--- config.mk ---
export PLATFORM = sky130hd
export DESIGN_NAME = conv_ctrl
export DESIGN_NICKNAME = d
export VERILOG_FILES = /design/src/conv_ctrl_pkg.sv /design/src/conv_ctrl.sv /design/src/inactivity_timer.sv
export SDC_FILE = /design/constraint.sdc
export NUM_CORES = 1
export LEC_CHECK = 0
export BUFFER_PORTS_ARGS = -buffer_cell sky130_fd_sc_hd__buf_2
export CAP_MARGIN = 15
export CORE_MARGIN = 2
export CORE_UTILIZATION = 60
export CTS_CLUSTER_DIAMETER = 60
export DETAILED_ROUTE_END_ITERATION = 16
export PLACE_DENSITY = 0.76
export SYNTH_ARGS = -nofsm -noshare
export SYNTH_HDL_FRONTEND = slang
export SYNTH_SLANG_ARGS = --single-unit
export TNS_END_PERCENT = 10
--- constraint.sdc ---
create_clock -name clk -period 5 [get_ports clk]
set_clock_uncertainty 0.2 [all_clocks]
set_input_delay 1 -clock clk [delete_from_list [all_inputs] [get_ports clk]]
set_output_delay 1 -clock clk [all_outputs]
set_load 0.02 [all_outputs]
--- src/conv_ctrl_pkg.sv ---
package conv_ctrl_pkg;

   // ----------------------------------------
   // register pointers and reset values
   // ----------------------------------------
   localparam logic [7:0] ptr_power_down_timer = 8'h10;
   localparam logic [7:0] ptr_converter_configuration = 8'h0f;
   localparam logic [7:0] timer_reset = 8'h40;
   localparam logic [7:0] config_reset = 8'h19;

   // ----------------------------------------
   // field positions
   // ----------------------------------------
   localparam int second_channel_enable_bit = 3;
   localparam int first_channel_enable_bit = 4;
   localparam int op_mode_lsb = 0;
   localparam int op_mode_width = 3;
   localparam int timeout_width = 6;

   // ----------------------------------------
   // operating modes
   // ----------------------------------------
   typedef enum logic [2:0] {
      mode_idle = 3'b000,
      mode_continuous = 3'b001,
      mode_single = 3'b010,
      mode_power_down = 3'b011
   } op_mode_t;

   // ----------------------------------------
   // timing
   // ----------------------------------------
   localparam longint step_hours = 4;
   localparam longint clk_mhz = 200;
   localparam longint step_cycles = step_hours * 64'd3600 * 64'd1000000 * clk_mhz;
   localparam int conv_cycles_default = 2000000;

endpackage : conv_ctrl_pkg

--- src/conv_ctrl.sv ---
`timescale 1ns/1ps
`default_nettype none
module conv_ctrl #(
   parameter longint step_cycles = conv_ctrl_pkg::step_cycles,
   parameter int conv_cycles = conv_ctrl_pkg::conv_cycles_default
) (
   // clock and reset
   input wire logic clk,
   input wire logic rstn,
   // register port from the serial interface
   input wire logic reg_wr,
   input wire logic [7:0] reg_ptr,
   input wire logic [7:0] reg_wdata,
   output logic [7:0] reg_rdata,
   // comparator outputs, from pins
   input wire logic cmp_out_a,
   input wire logic cmp_out_b,
   // converter control
   output logic converting,
   output logic conv_channel,
   output logic analog_power_on
);

   // ----------------------------------------
   // registers
   // ----------------------------------------
   logic [7:0] power_down_timer;
   logic [7:0] converter_configuration;
   logic [7:0] next_power_down_timer;
   logic [7:0] next_converter_configuration;

   // ----------------------------------------
   // comparator synchronisers (three stages)
   // ----------------------------------------
   logic [2:0] sync_a;
   logic [2:0] sync_b;
   logic cmp_a_q; // accepted level
   logic cmp_b_q;
   logic next_cmp_a_q;
   logic next_cmp_b_q;
   logic activity; // rising edge on either comparator

   // ----------------------------------------
   // conversion sequencer
   // ----------------------------------------
   typedef enum logic [1:0] {
      seq_idle = 2'b00,
      seq_convert = 2'b01,
      seq_off = 2'b10
   } seq_t;
   seq_t state;
   seq_t next_state;
   logic [31:0] conv_count;
   logic [31:0] next_conv_count;
   logic channel;
   logic next_channel;
   logic first_done; // single mode: first channel finished
   logic next_first_done;
   logic single_spent; // single mode: pass finished, waits for another mode
   logic next_single_spent;
   logic expired;
   logic timer_write;
   logic [2:0] mode;
   logic ch1_en;
   logic ch2_en;

   assign timer_write = reg_wr && (reg_ptr == conv_ctrl_pkg::ptr_power_down_timer);
   assign mode = converter_configuration[conv_ctrl_pkg::op_mode_lsb +:
                                         conv_ctrl_pkg::op_mode_width];
   assign ch1_en = converter_configuration[conv_ctrl_pkg::first_channel_enable_bit];
   assign ch2_en = converter_configuration[conv_ctrl_pkg::second_channel_enable_bit];

   // ----------------------------------------
   // register writes
   // ----------------------------------------
   // timer stores all 8 bits; bits 7 and 6 are the host's duty
   always_comb begin
      next_power_down_timer = power_down_timer;
      next_converter_configuration = converter_configuration;
      if (timer_write) begin
         next_power_down_timer = reg_wdata;
      end
      if (reg_wr && reg_ptr == conv_ctrl_pkg::ptr_converter_configuration) begin
         // reserved modes are not filtered; host must avoid them
         next_converter_configuration = reg_wdata;
      end
      if (expired) begin
         // auto power-down rewrites the mode so software sees it
         next_converter_configuration[conv_ctrl_pkg::op_mode_lsb +:
            conv_ctrl_pkg::op_mode_width] = conv_ctrl_pkg::mode_power_down;
      end
   end

   always_ff @(posedge clk) begin
      if (!rstn) begin
         power_down_timer <= conv_ctrl_pkg::timer_reset;
         converter_configuration <= conv_ctrl_pkg::config_reset;
      end else begin
         power_down_timer <= next_power_down_timer;
         converter_configuration <= next_converter_configuration;
      end
   end

   // read mux, registered; unmapped pointers read zero
   always_ff @(posedge clk) begin
      if (!rstn) begin
         reg_rdata <= 8'h00;
      end else if (reg_ptr == conv_ctrl_pkg::ptr_power_down_timer) begin
         reg_rdata <= power_down_timer;
      end else if (reg_ptr == conv_ctrl_pkg::ptr_converter_configuration) begin
         reg_rdata <= converter_configuration;
      end else begin
         reg_rdata <= 8'h00;
      end
   end

   // ----------------------------------------
   // comparator activity
   // ----------------------------------------
   // a change counts once stages two and three agree; stage one feeds only stage two
   always_comb begin
      next_cmp_a_q = cmp_a_q;
      next_cmp_b_q = cmp_b_q;
      if (sync_a[1] == sync_a[2]) begin
         next_cmp_a_q = sync_a[2];
      end
      if (sync_b[1] == sync_b[2]) begin
         next_cmp_b_q = sync_b[2];
      end
   end

   always_ff @(posedge clk) begin
      if (!rstn) begin
         sync_a <= 3'h0;
         sync_b <= 3'h0;
         cmp_a_q <= 1'b0;
         cmp_b_q <= 1'b0;
      end else begin
         sync_a <= {sync_a[1:0], cmp_out_a};
         sync_b <= {sync_b[1:0], cmp_out_b};
         cmp_a_q <= next_cmp_a_q;
         cmp_b_q <= next_cmp_b_q;
      end
   end

   assign activity = (next_cmp_a_q && !cmp_a_q) || (next_cmp_b_q && !cmp_b_q);

   // ----------------------------------------
   // inactivity timer
   // ----------------------------------------
   // only runs while not already powered down; a timer write or a comparator rising edge restarts it
   inactivity_timer #(
      .step_cycles(step_cycles),
      .timeout_width(conv_ctrl_pkg::timeout_width)
   ) u_timer (
      .clk(clk),
      .rstn(rstn),
      .timeout(power_down_timer[conv_ctrl_pkg::timeout_width-1:0]),
      .restart(activity || timer_write),
      .armed(mode != conv_ctrl_pkg::mode_power_down),
      .expired(expired)
   );

   // ----------------------------------------
   // sequencer
   // ----------------------------------------
   // channel order is 1 then 2; disabled channels are skipped
   always_comb begin
      next_state = state;
      next_conv_count = conv_count;
      next_channel = channel;
      next_first_done = first_done;
      // leaving single mode re-arms the next pass; staying in it holds the sequencer idle
      next_single_spent = single_spent && (mode == conv_ctrl_pkg::mode_single);
      unique case (state)
         seq_idle: begin
            next_conv_count = '0;
            next_first_done = 1'b0;
            next_channel = !ch1_en && ch2_en;
            if (mode == conv_ctrl_pkg::mode_power_down) begin
               next_state = seq_off;
            end else if ((mode == conv_ctrl_pkg::mode_continuous ||
                          (mode == conv_ctrl_pkg::mode_single && !single_spent)) &&
                         (ch1_en || ch2_en)) begin
               next_state = seq_convert;
            end else begin
               next_state = seq_idle; // powered but idle
            end
         end
         seq_convert: begin
            if (mode == conv_ctrl_pkg::mode_power_down) begin
               next_state = seq_off;
            end else if (mode == conv_ctrl_pkg::mode_idle) begin
               next_state = seq_idle;
            end else if (conv_count == 32'(conv_cycles - 1)) begin
               next_conv_count = '0;
               // alternate only when both channels are on
               next_channel = (ch1_en && ch2_en) ? !channel : (!ch1_en && ch2_en);
               if (mode == conv_ctrl_pkg::mode_single) begin
                  next_first_done = 1'b1;
                  if (!(ch1_en && ch2_en) || first_done) begin
                     next_state = seq_idle; // one per enabled channel
                     next_single_spent = 1'b1; // no second pass on the same 010
                  end
               end
            end else begin
               next_conv_count = conv_count + 32'h1;
            end
         end
         seq_off: begin
            // stays off until the host writes another mode
            next_conv_count = '0;
            if (mode != conv_ctrl_pkg::mode_power_down) begin
               next_state = seq_idle;
            end
         end
         default: begin
            next_state = seq_idle;
         end
      endcase
   end

   always_ff @(posedge clk) begin
      if (!rstn) begin
         state <= seq_idle;
         conv_count <= '0;
         channel <= 1'b0;
         first_done <= 1'b0;
         single_spent <= 1'b0;
      end else begin
         state <= next_state;
         conv_count <= next_conv_count;
         channel <= next_channel;
         first_done <= next_first_done;
         single_spent <= next_single_spent;
      end
   end

   // after a single pass the field keeps 010; another pass needs a different mode first
   // outputs straight from flip-flops
   always_ff @(posedge clk) begin
      if (!rstn) begin
         converting <= 1'b0;
         conv_channel <= 1'b0;
         analog_power_on <= 1'b1;
      end else begin
         converting <= (next_state == seq_convert);
         conv_channel <= next_channel;
         analog_power_on <= (next_state != seq_off);
      end
   end

endmodule : conv_ctrl
`default_nettype wire

--- src/inactivity_timer.sv ---
`timescale 1ns/1ps
`default_nettype none
module inactivity_timer #(
   parameter longint step_cycles = conv_ctrl_pkg::step_cycles,
   parameter int timeout_width = conv_ctrl_pkg::timeout_width
) (
   // clock and reset
   input wire logic clk,
   input wire logic rstn,
   // control
   input wire logic [timeout_width-1:0] timeout,
   input wire logic restart,
   input wire logic armed,
   // result
   output logic expired
);

   // ----------------------------------------
   // counters
   // ----------------------------------------
   logic [47:0] step_count; // cycles inside one four-hour step
   logic [47:0] next_step_count;
   logic [timeout_width-1:0] steps; // whole steps elapsed
   logic [timeout_width-1:0] next_steps;
   logic next_expired;

   // count steps; zero timeout holds the counters at rest
   always_comb begin
      next_step_count = step_count;
      next_steps = steps;
      next_expired = 1'b0;
      if (restart || !armed || timeout == '0) begin
         next_step_count = '0;
         next_steps = '0;
      end else if (step_count == 48'(step_cycles - 1)) begin
         next_step_count = '0;
         next_steps = steps + 1'b1;
         // full period is timeout times the step, 0x3f the longest
         if (steps + 1'b1 == timeout) begin
            next_expired = 1'b1;
            next_steps = '0;
         end
      end else begin
         next_step_count = step_count + 1'b1;
      end
   end

   // register counters
   always_ff @(posedge clk) begin
      if (!rstn) begin
         step_count <= '0;
         steps <= '0;
         expired <= 1'b0;
      end else begin
         step_count <= next_step_count;
         steps <= next_steps;
         expired <= next_expired;
      end
   end

endmodule : inactivity_timer
`default_nettype wire

==> flow_metrics.env <==
export IMPL_fin_tns_setup_ns=0
export IMPL_synth_nets=671
export IMPL_fin_crit_ns=2.82
export IMPL_antenna_found_initial=0
export IMPL_ir_worst_vdd_mv=0.252
export IMPL_fin_hold_ws_ns=0.243
export IMPL_power_frac_comb_pct=1.8
export IMPL_area_growth_pct=13.3
export IMPL_cts_buffers=17
export IMPL_finalSetupViolCount=0
export IMPL_ctsHoldBuffers=0
export IMPL_synth_area_um2=5660
export IMPL_routed_via_density=5.71
export IMPL_p_sw_w=0.000469
export IMPL_postLayoutCoreUtil_pct=69.8
export IMPL_fmax_ghz=0.355
export IMPL_coreArea_um2=9200
export IMPL_wirelength_mm=11.3
export IMPL_synth_cells=647
export IMPL_vias=4556
export IMPL_route_detailed_drc=0
export IMPL_syn_avg_cell_area_um2=8.75
export IMPL_nets=699
export IMPL_ys_seq_area_share_pct=44.5
export IMPL_yosys_top_cells_area="dfxtp_1 (45%), xor2_1 (6.6%), nor2_1 (5.8%)"
export IMPL_io_pins=32
export IMPL_hold_viol_final=0
export IMPL_synth_flop_cell="dfxtp_1"
export IMPL_finalMaxSlewViolations=0
export IMPL_cts_resized=0
export IMPL_grt_setup_unrepaired="false"
export IMPL_yosys_warnings=0
export IMPL_synth_compound_area_share_pct=8.17
export IMPL_path_cells="buf_2 > or3_1 > nor3_2 > and2_1 > mux2_2 > o21a_1"
export IMPL_overflow=0
export IMPL_start_util_pct=61.6
export IMPL_grt_pass1_vias=4364
export IMPL_synth_xor_area_share_pct=11.3
export IMPL_maxSlewHeadroom_pct=50.5
export IMPL_antenna_cells=0
export IMPL_sequentialPowerShare_pct=46.1
export IMPL_clkLatencyLatePin_ns=0.51
export IMPL_synth_top_area_cell="dfxtp_1"
export IMPL_synth_fa_ha_area_share_pct=0.663
export IMPL_netlist_cell_type_count=51
export IMPL_fp_dieH_um=101
export IMPL_io_buffers=31
export IMPL_crit_path_max_fanout=9
export IMPL_cts_tree="done"
export IMPL_power_density_nw_per_um2=343
export IMPL_synth_top_family_by_area="simple AND/OR/NAND/NOR gates"
export IMPL_grt_util_all_layers_pct=23.3
export IMPL_gp_congestion=0.849
export IMPL_p_leak_nw=2.14
export IMPL_die_w_um=101
export IMPL_crit_slowest_cell="nor3_2"
export IMPL_synth_top_area_share_pct=44.5
export IMPL_critical_path_class="primary input to flop"
export IMPL_worstMarginPinSlew_ns=0.742
export IMPL_switching_share_pct=21.3
export IMPL_fin_crit_sh_pct=56.4
export IMPL_cts_setup_buffers=0
export IMPL_ys_ff_latch=126
export IMPL_routedWlPerCell_um=14.1
export IMPL_dieArea_um2=10200
export IMPL_drt_pass1_iter_count=4
export IMPL_p_clk_share_pct=52.1
export IMPL_rows=35
export IMPL_grt_max_degree=47
export IMPL_status="finished clean"
export IMPL_synth_simple_area_share_pct=31.0
export IMPL_root_buffer="clkbuf_8"
export IMPL_h_tree_depth=4
export IMPL_grt_pass1_wl_mm=19.3
export IMPL_synth_edf_count=0
export IMPL_detailed_place_hpwl_mm=7.49
export IMPL_drt_initial_drc_count=168
export IMPL_synthMuxAreaShare_pct=1.44
export IMPL_synth_async_reset_ratio_pct=0
export IMPL_hold_class="flop to flop"
export IMPL_path_clk_slew_ns=0.06
export IMPL_cp_data_required_time_ns=5.21
export IMPL_drive_gt1_share_pct=10.8
export IMPL_slowest_delay_ns=0.50
export IMPL_cts_sinks=126
export IMPL_p_int_w=0.00173
export IMPL_crit_arrival_ns=3.02
export IMPL_drtAntennaViolNets=0
export IMPL_maxCapViolCount=0
export IMPL_end_kind="flop"
export IMPL_start_kind="primary input"
export IMPL_cts_max_path_buffers=2
## flip-flops by register name, summed over array words and instances, names as in the netlist, 2 cells and up
register                 cells
u_timer.step_count          48
converter_configuration      8
conv_count                  32
state                        2
sync_b                       3
power_down_timer             8
sync_a                       3
reg_rdata                    8
u_timer.steps                6
## power groups by stage
stage / clock, W / combinational, W / sequential [W]
after floorplan: 0 / 0.0000222 / 0.00104
after global placement: 0 / 0.0000357 / 0.00104
after detailed placement: 0 / 0.0000370 / 0.00104
after CTS: 0.00117 / 0.0000374 / 0.00101
after global routing: 0.00122 / 0.0000426 / 0.00101
final: 0.00115 / 0.0000389 / 0.00101
## logic make-up (layout without fill, tap and decap cells)
group	Yosys count	after routing
AND/OR/NAND/NOR	337	337
flip-flops	126	126
XOR/XNOR	73	73
AO/OA/AOI/OAI	68	68
buffers and inverters	32	72
multiplexers	8	8
adder cells (fa/ha/maj)	3	3
## synthesized netlist by cell type, drive strengths merged (2+ instances only)
| cell type | count |
|---|---|
| dfxtp | 126 |
| nand3b | 6 |
| and4 | 4 |
| a21boi | 11 |
| o31ai | 3 |
| or4b | 4 |
| or3 | 13 |
| nor4b | 4 |
| nand3 | 41 |
| mux2i | 7 |
| ha | 3 |
| clkbuf | 14 |
| o211ai | 2 |
| xor2 | 43 |
| o21ai | 17 |
| buf | 10 |
| and3 | 13 |
| nor4 | 7 |
| or4 | 2 |
| o21a | 2 |
| nor3 | 26 |
| and3b | 2 |
| a22oi | 12 |
| nor3b | 3 |
| xnor2 | 30 |
| nand2 | 63 |
| nand2b | 7 |
| nand4b | 2 |
| inv | 8 |
| nor2b | 13 |
| nor2 | 88 |
| and2 | 15 |
| nand4 | 20 |
| a21oi | 14 |
## per-layer routing
layer	track usage (%)	wire length, um	vias up
li1	-	-	2306
met1	28.0	5130	2189
met2	40.9	5700	53
met3	6.14	346	8
met4	7.48	88	0
met5	0	0	-
## placed cells by master (no fill, tap or decap), types with 3 or more instances in the layout
| cell type | instances |
|---|---|
| a21boi_0 | 11 |
| a21oi_1 | 14 |
| a22oi_1 | 12 |
| and2_1 | 13 |
| and3_1 | 13 |
| and4_1 | 4 |
| buf_2 | 31 |
| clkbuf_16 | 16 |
| clkinv_2 | 3 |
| clkinvlp_4 | 6 |
| dfxtp_1 | 126 |
| ha_1 | 3 |
| inv_1 | 8 |
| mux2i_1 | 7 |
| nand2_1 | 63 |
| nand2b_1 | 7 |
| nand3_1 | 41 |
| nand3b_1 | 6 |
| nand4_1 | 20 |
| nor2_1 | 88 |
| nor2b_1 | 12 |
| nor3_1 | 23 |
| nor3_2 | 3 |
| nor3b_1 | 3 |
| nor4_1 | 7 |
| nor4b_1 | 4 |
| o21ai_0 | 14 |
| o21ai_1 | 3 |
| o31ai_1 | 3 |
| or3_1 | 13 |
| or4b_1 | 4 |
| xnor2_1 | 30 |
| xor2_1 | 43 |
## final cells by class
| cell class | count | area, um2 |
|---|---|---|
| Tap cell | 111 | 139 |
| Clock inverter | 14 | 146 |
| Multi-Input combinational cell | 489 | 2990 |
| Sequential cell | 126 | 2520 |
| Inverter | 8 | 30.0 |
| Fill cell | 744 | 2780 |
| Timing Repair Buffer | 33 | 178 |
| Clock buffer | 17 | 414 |
## final timing paths
check                           cells past startpoint  slack [ns]                                 endpoint                              from
worst max register to register                      7        2.26        u_timer.step_count[36]$_SDFF_PP0_  u_timer.step_count[0]$_SDFF_PP0_
worst max-delay path                                6        2.18  converter_configuration[1]$_SDFFE_PN0P_                        reg_ptr[7]
worst min-delay path                                1        0.24                     sync_a[1]$_SDFF_PN0_              sync_a[0]$_SDFF_PN0_
worst min register to register                      1        0.24                     sync_a[1]$_SDFF_PN0_              sync_a[0]$_SDFF_PN0_
## worst max-delay path, delay by kind of cell
family / cells / cell delay [ns]
AOI/OAI and AO/OA: 1 / 0.17
buffers and inverters: 1 / 0.10
muxes: 1 / 0.39
and+or+nand+nor: 3 / 1.37
## metrics by stage
step	power, W	area, um2	setup WS, ns	instances
floorplan	0.00106	5660	2.08	647
global placement	0.00107	5840	1.79	766
detailed placement	0.00107	5840	1.72	766
CTS	0.00222	6400	1.94	797
global route	0.00227	6420	2.02	798
finish	0.00220	6420	2.18	798
Power figures use the tool's default switching activity.
